File: src/include/pree_map.svh
// Register map, field positions, reset values and timing for the rise-event enable block
// Notes on behaviour
// - An enabled bit raises one event notification on each low-to-high change of its signal.
// - After reset all five rise-enable bits are one.
// - Bit 4 enables events on id_grounded rising.
// - id_grounded rising events are blocked while pull sampling is off and 50 ms after enabling.
// - Bit 3 enables events on session_end rising.
// - Bit 2 enables events on session_valid rising; same as a_device_session_ok.
// - Bit 1 enables events on supply_valid_level rising.
// - Bit 0 enables events on host-disconnect rising.
// - Host-disconnect events only count when both line pulldowns are one.
// - Writing the set alias 0x0E sets bits written one; reads return the enables.
// - The aliases hold no storage; 0x0E/0x0F act on the register at 0x0D, 0x0B/0x0C on 0x0A.
// - OTG control bit 0 is id_line_pull_sampling, reset zero.
// - OTG control bits 1 and 2 are plus/minus line pulldowns, reset one.
`ifndef PREE_MAP_SVH
`define PREE_MAP_SVH
`define PREE_ADDR_OTG_CTRL     6'h0A
`define PREE_ADDR_OTG_SET      6'h0B
`define PREE_ADDR_OTG_CLR      6'h0C
`define PREE_ADDR_RISE_EN      6'h0D
`define PREE_ADDR_RISE_SET     6'h0E
`define PREE_ADDR_RISE_CLR     6'h0F
`define PREE_BIT_HOSTDISC      0
`define PREE_BIT_SUPPLY        1
`define PREE_BIT_SESSION_VALID     2
`define PREE_BIT_SESSION_END       3
`define PREE_BIT_ID_GROUNDED         4
`define PREE_OTG_ID_PULL       0
`define PREE_OTG_PLUS_PD       1
`define PREE_OTG_MINUS_PD      2
`define PREE_RISE_EN_RESET     5'h1F
`define PREE_OTG_CTRL_RESET    8'h06
`define PREE_CLK_HZ            40000000
`define PREE_ID_SETTLE_MS      50
`define PREE_ID_SETTLE_CYCLES  ((`PREE_CLK_HZ / 1000) * `PREE_ID_SETTLE_MS)
`endif

File: src/include/pree_pkg.sv
// Types shared by the rise-event enable block
package pree_pkg;
  typedef enum logic [1:0] {
    PREE_ACC_PLAIN,
    PREE_ACC_SET,
    PREE_ACC_CLEAR
  } pree_access_type;
  typedef enum logic [1:0] {
    PREE_ID_OFF,
    PREE_ID_SETTLING,
    PREE_ID_LIVE
  } pree_id_state_type;
endpackage

File: src/verilog/pree_rise_enable.sv
// Rise-event enable register with set/clear aliases and rising-edge event generation
`timescale 1ns/1ps
`default_nettype none
`include "pree_map.svh"
module pree_rise_enable #(
  parameter int ID_SETTLE_CYCLES = `PREE_ID_SETTLE_CYCLES
) (
  input  wire logic       clk,
  input  wire logic       srst,
  input  wire logic [5:0] regAddr,
  input  wire logic       regWrite,
  input  wire logic       regRead,
  input  wire logic [7:0] regWdata,
  output logic      [7:0] regRdata,
  input  wire logic       idGrounded,
  input  wire logic       sessionEnd,
  input  wire logic       sessionValid,
  input  wire logic       supplyValidLevel,
  input  wire logic       hostDisconnect,
  output logic      [4:0] riseEvent,
  output logic      [4:0] riseEnable,
  output logic      [7:0] otgCtrl
);
  logic [4:0] signalPrev;
  logic       idLive;
  logic       idPrimed;

  function automatic logic [7:0] pree_apply(input pree_pkg::pree_access_type acc,
                                            input logic [7:0] cur, input logic [7:0] wd);
    case (acc)
      pree_pkg::PREE_ACC_SET:   pree_apply = cur | wd;
      pree_pkg::PREE_ACC_CLEAR: pree_apply = cur & ~wd;
      default:                  pree_apply = wd;
    endcase
  endfunction

  // Aliases decode to an access kind on the one stored register
  wire hitRise = (regAddr == `PREE_ADDR_RISE_EN) || (regAddr == `PREE_ADDR_RISE_SET) ||
                 (regAddr == `PREE_ADDR_RISE_CLR);
  wire hitOtg  = (regAddr == `PREE_ADDR_OTG_CTRL) || (regAddr == `PREE_ADDR_OTG_SET) ||
                 (regAddr == `PREE_ADDR_OTG_CLR);
  wire pree_pkg::pree_access_type accKind =
    ((regAddr == `PREE_ADDR_RISE_SET) || (regAddr == `PREE_ADDR_OTG_SET)) ? pree_pkg::PREE_ACC_SET :
    ((regAddr == `PREE_ADDR_RISE_CLR) || (regAddr == `PREE_ADDR_OTG_CLR)) ? pree_pkg::PREE_ACC_CLEAR :
    pree_pkg::PREE_ACC_PLAIN;
  wire [7:0] riseWide = {3'h0, riseEnable};
  wire [7:0] next_riseWide = pree_apply(accKind, riseWide, regWdata);
  wire [7:0] next_otgCtrl  = pree_apply(accKind, otgCtrl, regWdata);
  wire [7:0] readMux = hitRise ? riseWide : (hitOtg ? otgCtrl : 8'h00);

  wire [4:0] signalNow = {idGrounded, sessionEnd, sessionValid, supplyValidLevel, hostDisconnect};
  wire [4:0] rising    = signalNow & ~signalPrev;
  wire       hostMode  = otgCtrl[`PREE_OTG_PLUS_PD] & otgCtrl[`PREE_OTG_MINUS_PD];
  // Primed flag holds id_grounded events off for one more cycle after idLive rises
  wire [4:0] allowed;
  assign allowed[`PREE_BIT_ID_GROUNDED]     = idLive & idPrimed;
  assign allowed[`PREE_BIT_SESSION_END]   = 1'b1;
  assign allowed[`PREE_BIT_SESSION_VALID] = 1'b1;
  assign allowed[`PREE_BIT_SUPPLY]    = 1'b1;
  assign allowed[`PREE_BIT_HOSTDISC]  = hostMode;

  pree_id_settle #(
    .SETTLE_CYCLES(ID_SETTLE_CYCLES)
  ) u_settle (
    .clk               (clk),
    .srst              (srst),
    .idLinePullSampling(otgCtrl[`PREE_OTG_ID_PULL]),
    .idLive            (idLive)
  );

  always_ff @(posedge clk) begin
    if (srst) begin
      riseEnable <= `PREE_RISE_EN_RESET;
      otgCtrl    <= `PREE_OTG_CTRL_RESET;
      regRdata   <= 8'h00;
      signalPrev <= 5'h00;
      riseEvent  <= 5'h00;
      idPrimed   <= 1'b0;
    end else begin
      if (regWrite && hitRise) riseEnable <= next_riseWide[4:0];
      if (regWrite && hitOtg) otgCtrl <= next_otgCtrl;
      regRdata   <= regRead ? readMux : 8'h00;
      signalPrev <= signalNow;
      idPrimed   <= idLive;
      riseEvent  <= rising & riseEnable & allowed;
    end
  end
endmodule
`default_nettype wire

File: src/verilog/pree_id_settle.sv
// Settling gate for id_grounded rise events after pull sampling is turned on
`timescale 1ns/1ps
`default_nettype none
`include "pree_map.svh"
module pree_id_settle #(
  parameter int SETTLE_CYCLES = `PREE_ID_SETTLE_CYCLES
) (
  input  wire logic clk,
  input  wire logic srst,
  input  wire logic idLinePullSampling,
  output logic      idLive
);
  pree_pkg::pree_id_state_type state;
  pree_pkg::pree_id_state_type next_state;
  logic [31:0]                 count;
  wire                         countDone = (count >= 32'(SETTLE_CYCLES - 1));

  always_comb begin
    next_state = state;
    case (state)
      pree_pkg::PREE_ID_OFF:
        if (idLinePullSampling) next_state = pree_pkg::PREE_ID_SETTLING;
      pree_pkg::PREE_ID_SETTLING:
        if (!idLinePullSampling) next_state = pree_pkg::PREE_ID_OFF;
        else if (countDone) next_state = pree_pkg::PREE_ID_LIVE;
      pree_pkg::PREE_ID_LIVE:
        if (!idLinePullSampling) next_state = pree_pkg::PREE_ID_OFF;
      default:
        next_state = pree_pkg::PREE_ID_OFF;
    endcase
  end

  always_ff @(posedge clk) begin
    if (srst) begin
      state  <= pree_pkg::PREE_ID_OFF;
      count  <= 32'h0;
      idLive <= 1'b0;
    end else begin
      state  <= next_state;
      count  <= (state == pree_pkg::PREE_ID_SETTLING) ? count + 32'h1 : 32'h0;
      idLive <= (next_state == pree_pkg::PREE_ID_LIVE);
    end
  end
endmodule
`default_nettype wire

File: config.mk
export PLATFORM = sky130hd
export DESIGN_NAME = pree_rise_enable
export DESIGN_NICKNAME = d
export VERILOG_FILES = /design/src/include/pree_pkg.sv /design/src/verilog/pree_rise_enable.sv /design/src/verilog/pree_id_settle.sv
export VERILOG_INCLUDE_DIRS = /design/src /design/src/include
export SDC_FILE = /design/constraint.sdc
export NUM_CORES = 1
export LEC_CHECK = 0
export ABC_AREA = 0
export BUFFER_PORTS_ARGS = -buffer_cell sky130_fd_sc_hd__buf_2
export CORE_ASPECT_RATIO = 1.5
export CORE_MARGIN = 2
export CORE_UTILIZATION = 40
export CTS_CLUSTER_DIAMETER = 100
export DETAILED_ROUTE_END_ITERATION = 6
export HOLD_SLACK_MARGIN = 0.06
export PLACE_DENSITY = 0.64
export SYNTH_ARGS = -nofsm -noshare
export SYNTH_HDL_FRONTEND = slang
export SYNTH_SLANG_ARGS = --single-unit
File: constraint.sdc
create_clock -name clk -period 2.08 [get_ports clk]
set_clock_uncertainty 0.05 [all_clocks]
set_input_delay 0.312 -clock clk [delete_from_list [all_inputs] [get_ports clk]]
set_output_delay 0.312 -clock clk [all_outputs]
set_load 0.02 [all_outputs]
==> results of run 1 <==
==> cell families (layout without fill, tap and decap cells) <==
group / count (synthesis) / count (layout)
xor+xnor: 28 / 28
buf+inv: 13 / 78
simple gates: 125 / 125
compound gates: 47 / 47
flops: 67 / 67
fa+ha+maj: 1 / 1
mux: 1 / 1
==> cells in the final DEF, fill, tap and decap left out, drive strengths merged <==
| cell type | Yosys | layout |
|---|---|---|
| dfxtp | 67 | 67 |
| buf | 4 | 59 |
| nor2 | 35 | 35 |
| xor2 | 18 | 18 |
| o21ai | 18 | 18 |
| nand3 | 16 | 16 |
| nand2 | 15 | 15 |
| clkbuf | 6 | 14 |
| xnor2 | 10 | 10 |
| nand4 | 10 | 10 |
| nor2b | 8 | 8 |
| a21oi | 8 | 8 |
| a221o | 7 | 7 |
| nor3 | 6 | 6 |
| and4 | 6 | 6 |
| a32o | 5 | 5 |
| a22o | 5 | 5 |
| and3 | 5 | 5 |
| nor4 | 5 | 5 |
| and2 | 4 | 4 |
| and3b | 3 | 3 |
| or4 | 3 | 3 |
| nand2b | 2 | 2 |
| inv | 2 | 2 |
| or3 | 2 | 2 |
| clkinv | 1 | 2 |
| nor4bb | 1 | 1 |
| nor3b | 1 | 1 |
| mux2 | 1 | 1 |
| nand4bb | 1 | 1 |
| or3b | 1 | 1 |
| a22oi | 1 | 1 |
| or4b | 1 | 1 |
| o31a | 1 | 1 |
| o21a | 1 | 1 |
| o31ai | 1 | 1 |
| ha | 1 | 1 |
| bufinv | 0 | 1 |
==> worst reg2reg max path: cells and delay by family, from the launching register on <==
| kind | cells | cell delay, ns |
|---|---|---|
| xor gates and xnor gates | 1 | 0.14 |
| adders and majority gates | 1 | 0.21 |
| DFF | 1 | 0.37 |
| and+or+nand+nor | 4 | 1.01 |
==> cell type report <==
class / count / area share (%)
multi-input cells: 202 / 40.8
flip-flops and latches: 67 / 40.5
repair buffers: 59 / 9.74
clock buffers: 14 / 4.61
well taps: 78 / 2.95
clock inverters: 2 / 1.06
inverters: 3 / 0.340
==> stage by stage <==
stage / cell area (sq um) / setup slack [ns] / power, mW / instances
5_1_grt: 3310 / 0.0413 / 2.54 / 425
2_1_floorplan: 2760 / 0.315 / 1.37 / 282
3_5_place_dp: 3130 / 0.206 / 1.42 / 409
4_1_cts: 3310 / 0.201 / 2.47 / 425
6_report: 3310 / 0.197 / 2.43 / 425
3_3_place_gp: 3130 / 0.230 / 1.42 / 409
==> layer usage <==
layer,wire (um),part of all wire (%)
met5,0,0
met4,167,2.8
met3,275,4.6
met2,3100,52
met1,2450,41
==> how the worst min path moves through the flow <==
stage | startpoint | endpoint | slack [ns]
3_3_place_gp | signalPrev[0] | riseEvent[0] | 0.33
6_report | regWdata[7] | otgCtrl[7] | 0.14
4_1_cts | regWdata[7] | otgCtrl[7] | 0.13
3_5_place_dp | signalPrev[0] | riseEvent[0] | 0.35
5_1_grt | idGrounded | signalPrev[4] | 0.14
2_1_floorplan | signalPrev[0] | riseEvent[0] | 0.32
==> registers in the layout, summed over array words and instances (netlist names) <==
signal and count:
riseEnable 5, u_settle.state 2, otgCtrl 8, riseEvent 5, signalPrev 5, regRdata 8, idPrimed 1, u_settle.idLive 1
u_settle.count 32
==> where the power goes <==
group / leakage, nW / internal, mW / switching, mW
logic: 0.665 / 0.0396 / 0.0495
clock network: 0.0947 / 0.587 / 0.455
registers: 0.542 / 1.30 / 0.00649
==> cell usage after synthesis (2+ instances only) <==
library cell  instances  area (sq um)
xor2_1               18           158
and4_1                4          35.0
nor4_4                2          42.5
nor4_1                3          18.8
nor3_1                6          30.0
nand4_2               2          25.0
and3_1                4          25.0
nor2_1               35           131
or4_1                 3          22.5
dfxtp_1              67          1340
nor2b_1               8          50.1
buf_6                 2          22.5
or3_1                 2          12.5
inv_1                 2          7.51
and2_1                4          25.0
o21ai_0              17          85.1
a221o_1               7          70.1
nand3_1              15          75.1
a32o_1                5          50.1
nand4_4               2          42.5
a21oi_1               7          35.0
nand2b_1              2          12.5
nand2_1              15          56.3
clkbuf_1              6          22.5
a22o_1                5          43.8
nand4_1               6          37.5
xnor2_1              10          87.6
and3b_1               3          26.3
==> key figures, run 1 <==
Worst setup path
  • Worst path bufs/invs: 0
  • Critical path arrival: 2.06 ns
  • Slowest CP cell: or4_1
  • Setup crit start: u_settle.count[0]
  • Max incr delay on CP: 0.44 ns
  • Levels on crit path: 6
  • Critical Path Sink Type: register
  • R2r startpoint: u_settle.count[0]
  • CP startpoint kind: register
  • CP Class: reg2reg
  • Reg2reg path depth: 6
  • Worst reg2reg setup slack: 0.20 ns
  • Worst Path Max Fanout: 8
  • Crit path to: u_settle.count[26]
  • CP cell instances: ha_1, and4_1, nand4_4, or4_1, xor2_1, nor2_1
  • Reg-to-reg endpoint: u_settle.count[26]
  • CP required: 2.26 ns
  • Family with the most delay on the worst path: simple AND/OR/NAND/NOR gates

Yosys
  • Register area share after synthesis: 48.6%
  • Main combinational cell family by area after synthesis: simple AND/OR/NAND/NOR gates
  • Adder-Cell Fraction of Synth Area: 0.453%
  • YS warnings: 0
  • Dominant synthesized flop cell: dfxtp_1
  • Post-synthesis cell area: 2760 sq um
  • Mapped Avg Cell Area: 9.80 sq um
  • Mux cell area share after synthesis: 0.408%
  • Flops & latches, synth: 67
  • Post-synth EDFFs: 0
  • Compound-Gate Fraction of Synth Area: 11.9%
  • Syn_nets: 306
  • Synth Area in XOR/XNOR: 8.88%
  • Post-synthesis cell count: 282
  • Ys async rst share: 0%
  • Simple-gate share of the synthesized area: 27.3%
  • Count of cell types in the netlist: 48

CTS
  • CTS max path bufs: 2
  • Postcts setup bufs: 0
  • Clock Sinks: 67
  • Clk slew on worst S/H paths: 0.07 ns
  • Worst-skew pair later-pin latency: 0.34 ns
  • # hold bufs at CTS: 0
  • CTS tree: built
  • CTS-repair resized insts: 0
  • Root Buffer: clkbuf_8
  • Total CTS buffers: 9
  • H-tree depth: 3

Job
  • Max Cap Viol: 0

Hold path
  • Class of the worst hold path: in2reg
  • Hold Crit Depth: 2

STA
  • Final Hold Viols: 0
  • Slew Viols, Final: 0
  • Relative slew slack: 66.9%
  • Setup total negative slack: 0 ns
  • Worst-margin pin slew: 0.494 ns
  • Final worst-path cycle share: 90.5%
  • Peak Freq: 0.531 GHz
  • RSZ-0062 raised after global routing: no
  • Setup violators final: 0
  • Tmin final: 1.88 ns
  • Hold WS: 0.145 ns

Power and ir drop
  • Lkg Pwr: 1.30 nW
  • Power Dens Cells: 735 nW/um^2
  • Max VDD drop: 0.488 mV

GRT
  • Initial antenna violation count: 0
  • Largest net degree at the start of global routing: 32
  • GR Layer Usage met3: 4.78%
  • Vias in the first global route: 2252
  • GRT Total Usage: 17.4%
  • GR Overflow Total: 0
  • M1 GR Usage: 19.4%
  • Met2 usage in global routing: 29.1%
  • First-pass GRT wire length: 10.3 mm
  • Gr busiest metal: met2

Detailed routing
  • DR WL/cell: 14.1 um
  • DR pass1 iterations: 4
  • Via count: 2260
  • Post-route DRC: 0
  • Vias/cell: 5.32
  • Detailed router's first-iteration violation count: 104
  • Routed Antenna Nets: 0
  • Total wire length: 5.99 mm

Final layout
  • Area of the multi-input gates: 1350 sq um
  • Share of layout cells above drive strength 1: 24.2%
  • Fill cells: 666
  • # diodes: 0
  • Core Util, Final: 49.0%
  • Layout area overhead: 19.9%
  • Sequential cell area: 1340 sq um
  • Nets@finish: 366

Die
  • Site Rows: 37
  • CORE AREA: 6760 sq um
  • Die W: 71.9 um
  • Initial Utilization: 40.9%
  • Die Y: 106 um
  • Die area: 7600 sq um
  • Io pins: 49

Place
  • GP Congestion: 0.799
  • Dpl hpwl: 4.52 mm
  • PortBufs: 48

Outcome
  • Outcome: completed
Power figures use the tool's default switching activity.
==> run 2: changes to the inputs <==
--- a/config.mk
+++ b/config.mk
@@ -13,8 +13,9 @@
 export CORE_UTILIZATION = 40
 export CTS_CLUSTER_DIAMETER = 100
 export DETAILED_ROUTE_END_ITERATION = 6
-export HOLD_SLACK_MARGIN = 0.06
+export HOLD_SLACK_MARGIN = 0.12
 export PLACE_DENSITY = 0.64
+export REMOVE_ABC_BUFFERS = 1
 export SYNTH_ARGS = -nofsm -noshare
 export SYNTH_HDL_FRONTEND = slang
 export SYNTH_SLANG_ARGS = --single-unit
==> key figures, run 2 (synthesis gave the netlist of run 1 again) <==
Hold path
  • Class of the worst hold path: in2reg
  • WHS Endpoint: signalPrev[4]
  • Hold Crit Depth: 2
  • Hold path start: idGrounded

Detailed routing
  • Total wire length: 5.99 mm
  • Detailed router's first-iteration violation count: 95
  • M1 WL: 2.44 mm
  • Routed Antenna Nets: 0
  • Vias/cell: 5.34
  • DR WL/cell: 14.2 um
  • Top Metal Used: met4
  • Post-route DRC: 0
  • DR pass1 iterations: 4
  • Via count: 2258
  • Routed length on met2: 3.13 mm
  • Met3 Wirelength: 300 um

Die
  • Site Rows: 37
  • Die Y: 106 um
  • Io pins: 49
  • CORE AREA: 6760 sq um
  • Initial Utilization: 40.9%
  • Die area: 7600 sq um
  • Die W: 71.9 um

Worst setup path
  • Worst reg2reg setup slack: 0.20 ns
  • CP cell instances: ha_1, and4_1, nand4_4, or4_1, xor2_1, nor2_1
  • Worst Path Max Fanout: 8
  • Critical Path Sink Type: register
  • CP required: 2.27 ns
  • Reg2reg path depth: 6
  • Worst path bufs/invs: 0
  • CP startpoint kind: register
  • Max incr delay on CP: 0.46 ns
  • CP Class: reg2reg
  • R2r startpoint: u_settle.count[0]
  • Levels on crit path: 6
  • Critical path arrival: 2.08 ns
  • Family with the most delay on the worst path: simple AND/OR/NAND/NOR gates
  • Reg-to-reg endpoint: u_settle.count[26]
  • Slowest CP cell: or4_1

Final layout
  • Most common cell after layout, fill and taps aside: dfxtp_1
  • Regs by FF count: u_settle.count x32, otgCtrl x8, regRdata x8
  • Layout area overhead: 20.1%
  • Nets@finish: 364
  • Max FFs per register: 32
  • Final Cell Area: 3320 sq um
  • # diodes: 0
  • Share of layout cells above drive strength 1: 24.6%
  • Biggest register: u_settle.count
  • Highest-count cells in the layout ignoring fill and taps: dfxtp_1, buf_2, nor2_1, xor2_1, o21ai_0

STA
  • Final Hold Viols: 0
  • Relative slew slack: 58.7%
  • Tmin final: 1.88 ns
  • Worst-margin pin slew: 0.614 ns
  • Slew Viols, Final: 0
  • Setup violators final: 0
  • RSZ-0062 raised after global routing: no
  • Peak Freq: 0.531 GHz
  • Final worst-path cycle share: 90.5%
  • Setup total negative slack: 0 ns
  • Hold WS: 0.152 ns

GRT
  • Largest net degree at the start of global routing: 32
  • GRT Total Usage: 17.1%
  • First-pass GRT wire length: 10.0 mm
  • Initial antenna violation count: 0
  • GR Overflow Total: 0
  • Vias in the first global route: 2144

Power and ir drop
  • Lkg Pwr: 1.30 nW
  • Max VDD drop: 0.435 mV
  • Power Dens Cells: 739 nW/um^2

CTS
  • Root Buffer: clkbuf_8
  • CTS max path bufs: 2
  • Postcts setup bufs: 0
  • Clk slew on worst S/H paths: 0.07 ns
  • CTS-repair resized insts: 0
  • # hold bufs at CTS: 0
  • Total CTS buffers: 9
  • Clock Sinks: 67
  • H-tree depth: 3
  • CTS tree: built
  • Worst-skew pair later-pin latency: 0.35 ns

Place
  • GP Congestion: 0.796
  • Dpl hpwl: 4.35 mm
  • Placed inst area: 3120 sq um
  • PortBufs: 48

Outcome
  • Outcome: completed

Job
  • Max Cap Viol: 0
run 2: per-stage QoR:
step                      total power, mW  utilization (%)  setup WS, ns  instances
after CTS                            2.48             49.1         0.184        423
final                                2.45             49.1         0.197        423
after global routing                 2.54             49.1        0.0529        423
after global placement               1.42             46.2         0.265        407
after floorplan                      1.37                -         0.185        272
after detailed placement             1.42             46.2         0.183        407
run 2: routing by layer:
layer,vias to the layer above,GRT usage [%]
met5,-,0
met4,0,9.03
met3,12,5.07
met2,57,29.2
met1,1056,18.7
li1,1133,-
run 2: worst max-delay path by stage:
stage / startpoint / to
5_1_grt: u_settle.count[0] / u_settle.count[26]
3_5_place_dp: u_settle.count[0] / u_settle.count[26]
2_1_floorplan: u_settle.count[5] / u_settle.count[27]
4_1_cts: u_settle.count[0] / u_settle.count[26]
6_report: u_settle.count[0] / u_settle.count[26]
3_3_place_gp: u_settle.count[0] / u_settle.count[26]
run 2: layout make-up:
class / instances / area, sq um
clock buffers: 11 / 141
clock inverters: 5 / 52.6
fillers: 664 / 3440
inverters: 3 / 11.3
multi-input cells: 202 / 1350
flip-flops and latches: 67 / 1340
well taps: 78 / 97.6
repair buffers: 57 / 320
run 2: power breakdown:
part	leakage, nW	internal (mW)	total (mW)	switching (mW)
clock network	0.0991	0.580	1.06	0.480
logic	0.660	0.0394	0.0883	0.0490
registers	0.542	1.30	1.30	0.00618
total	1.30	1.92	2.45	0.535
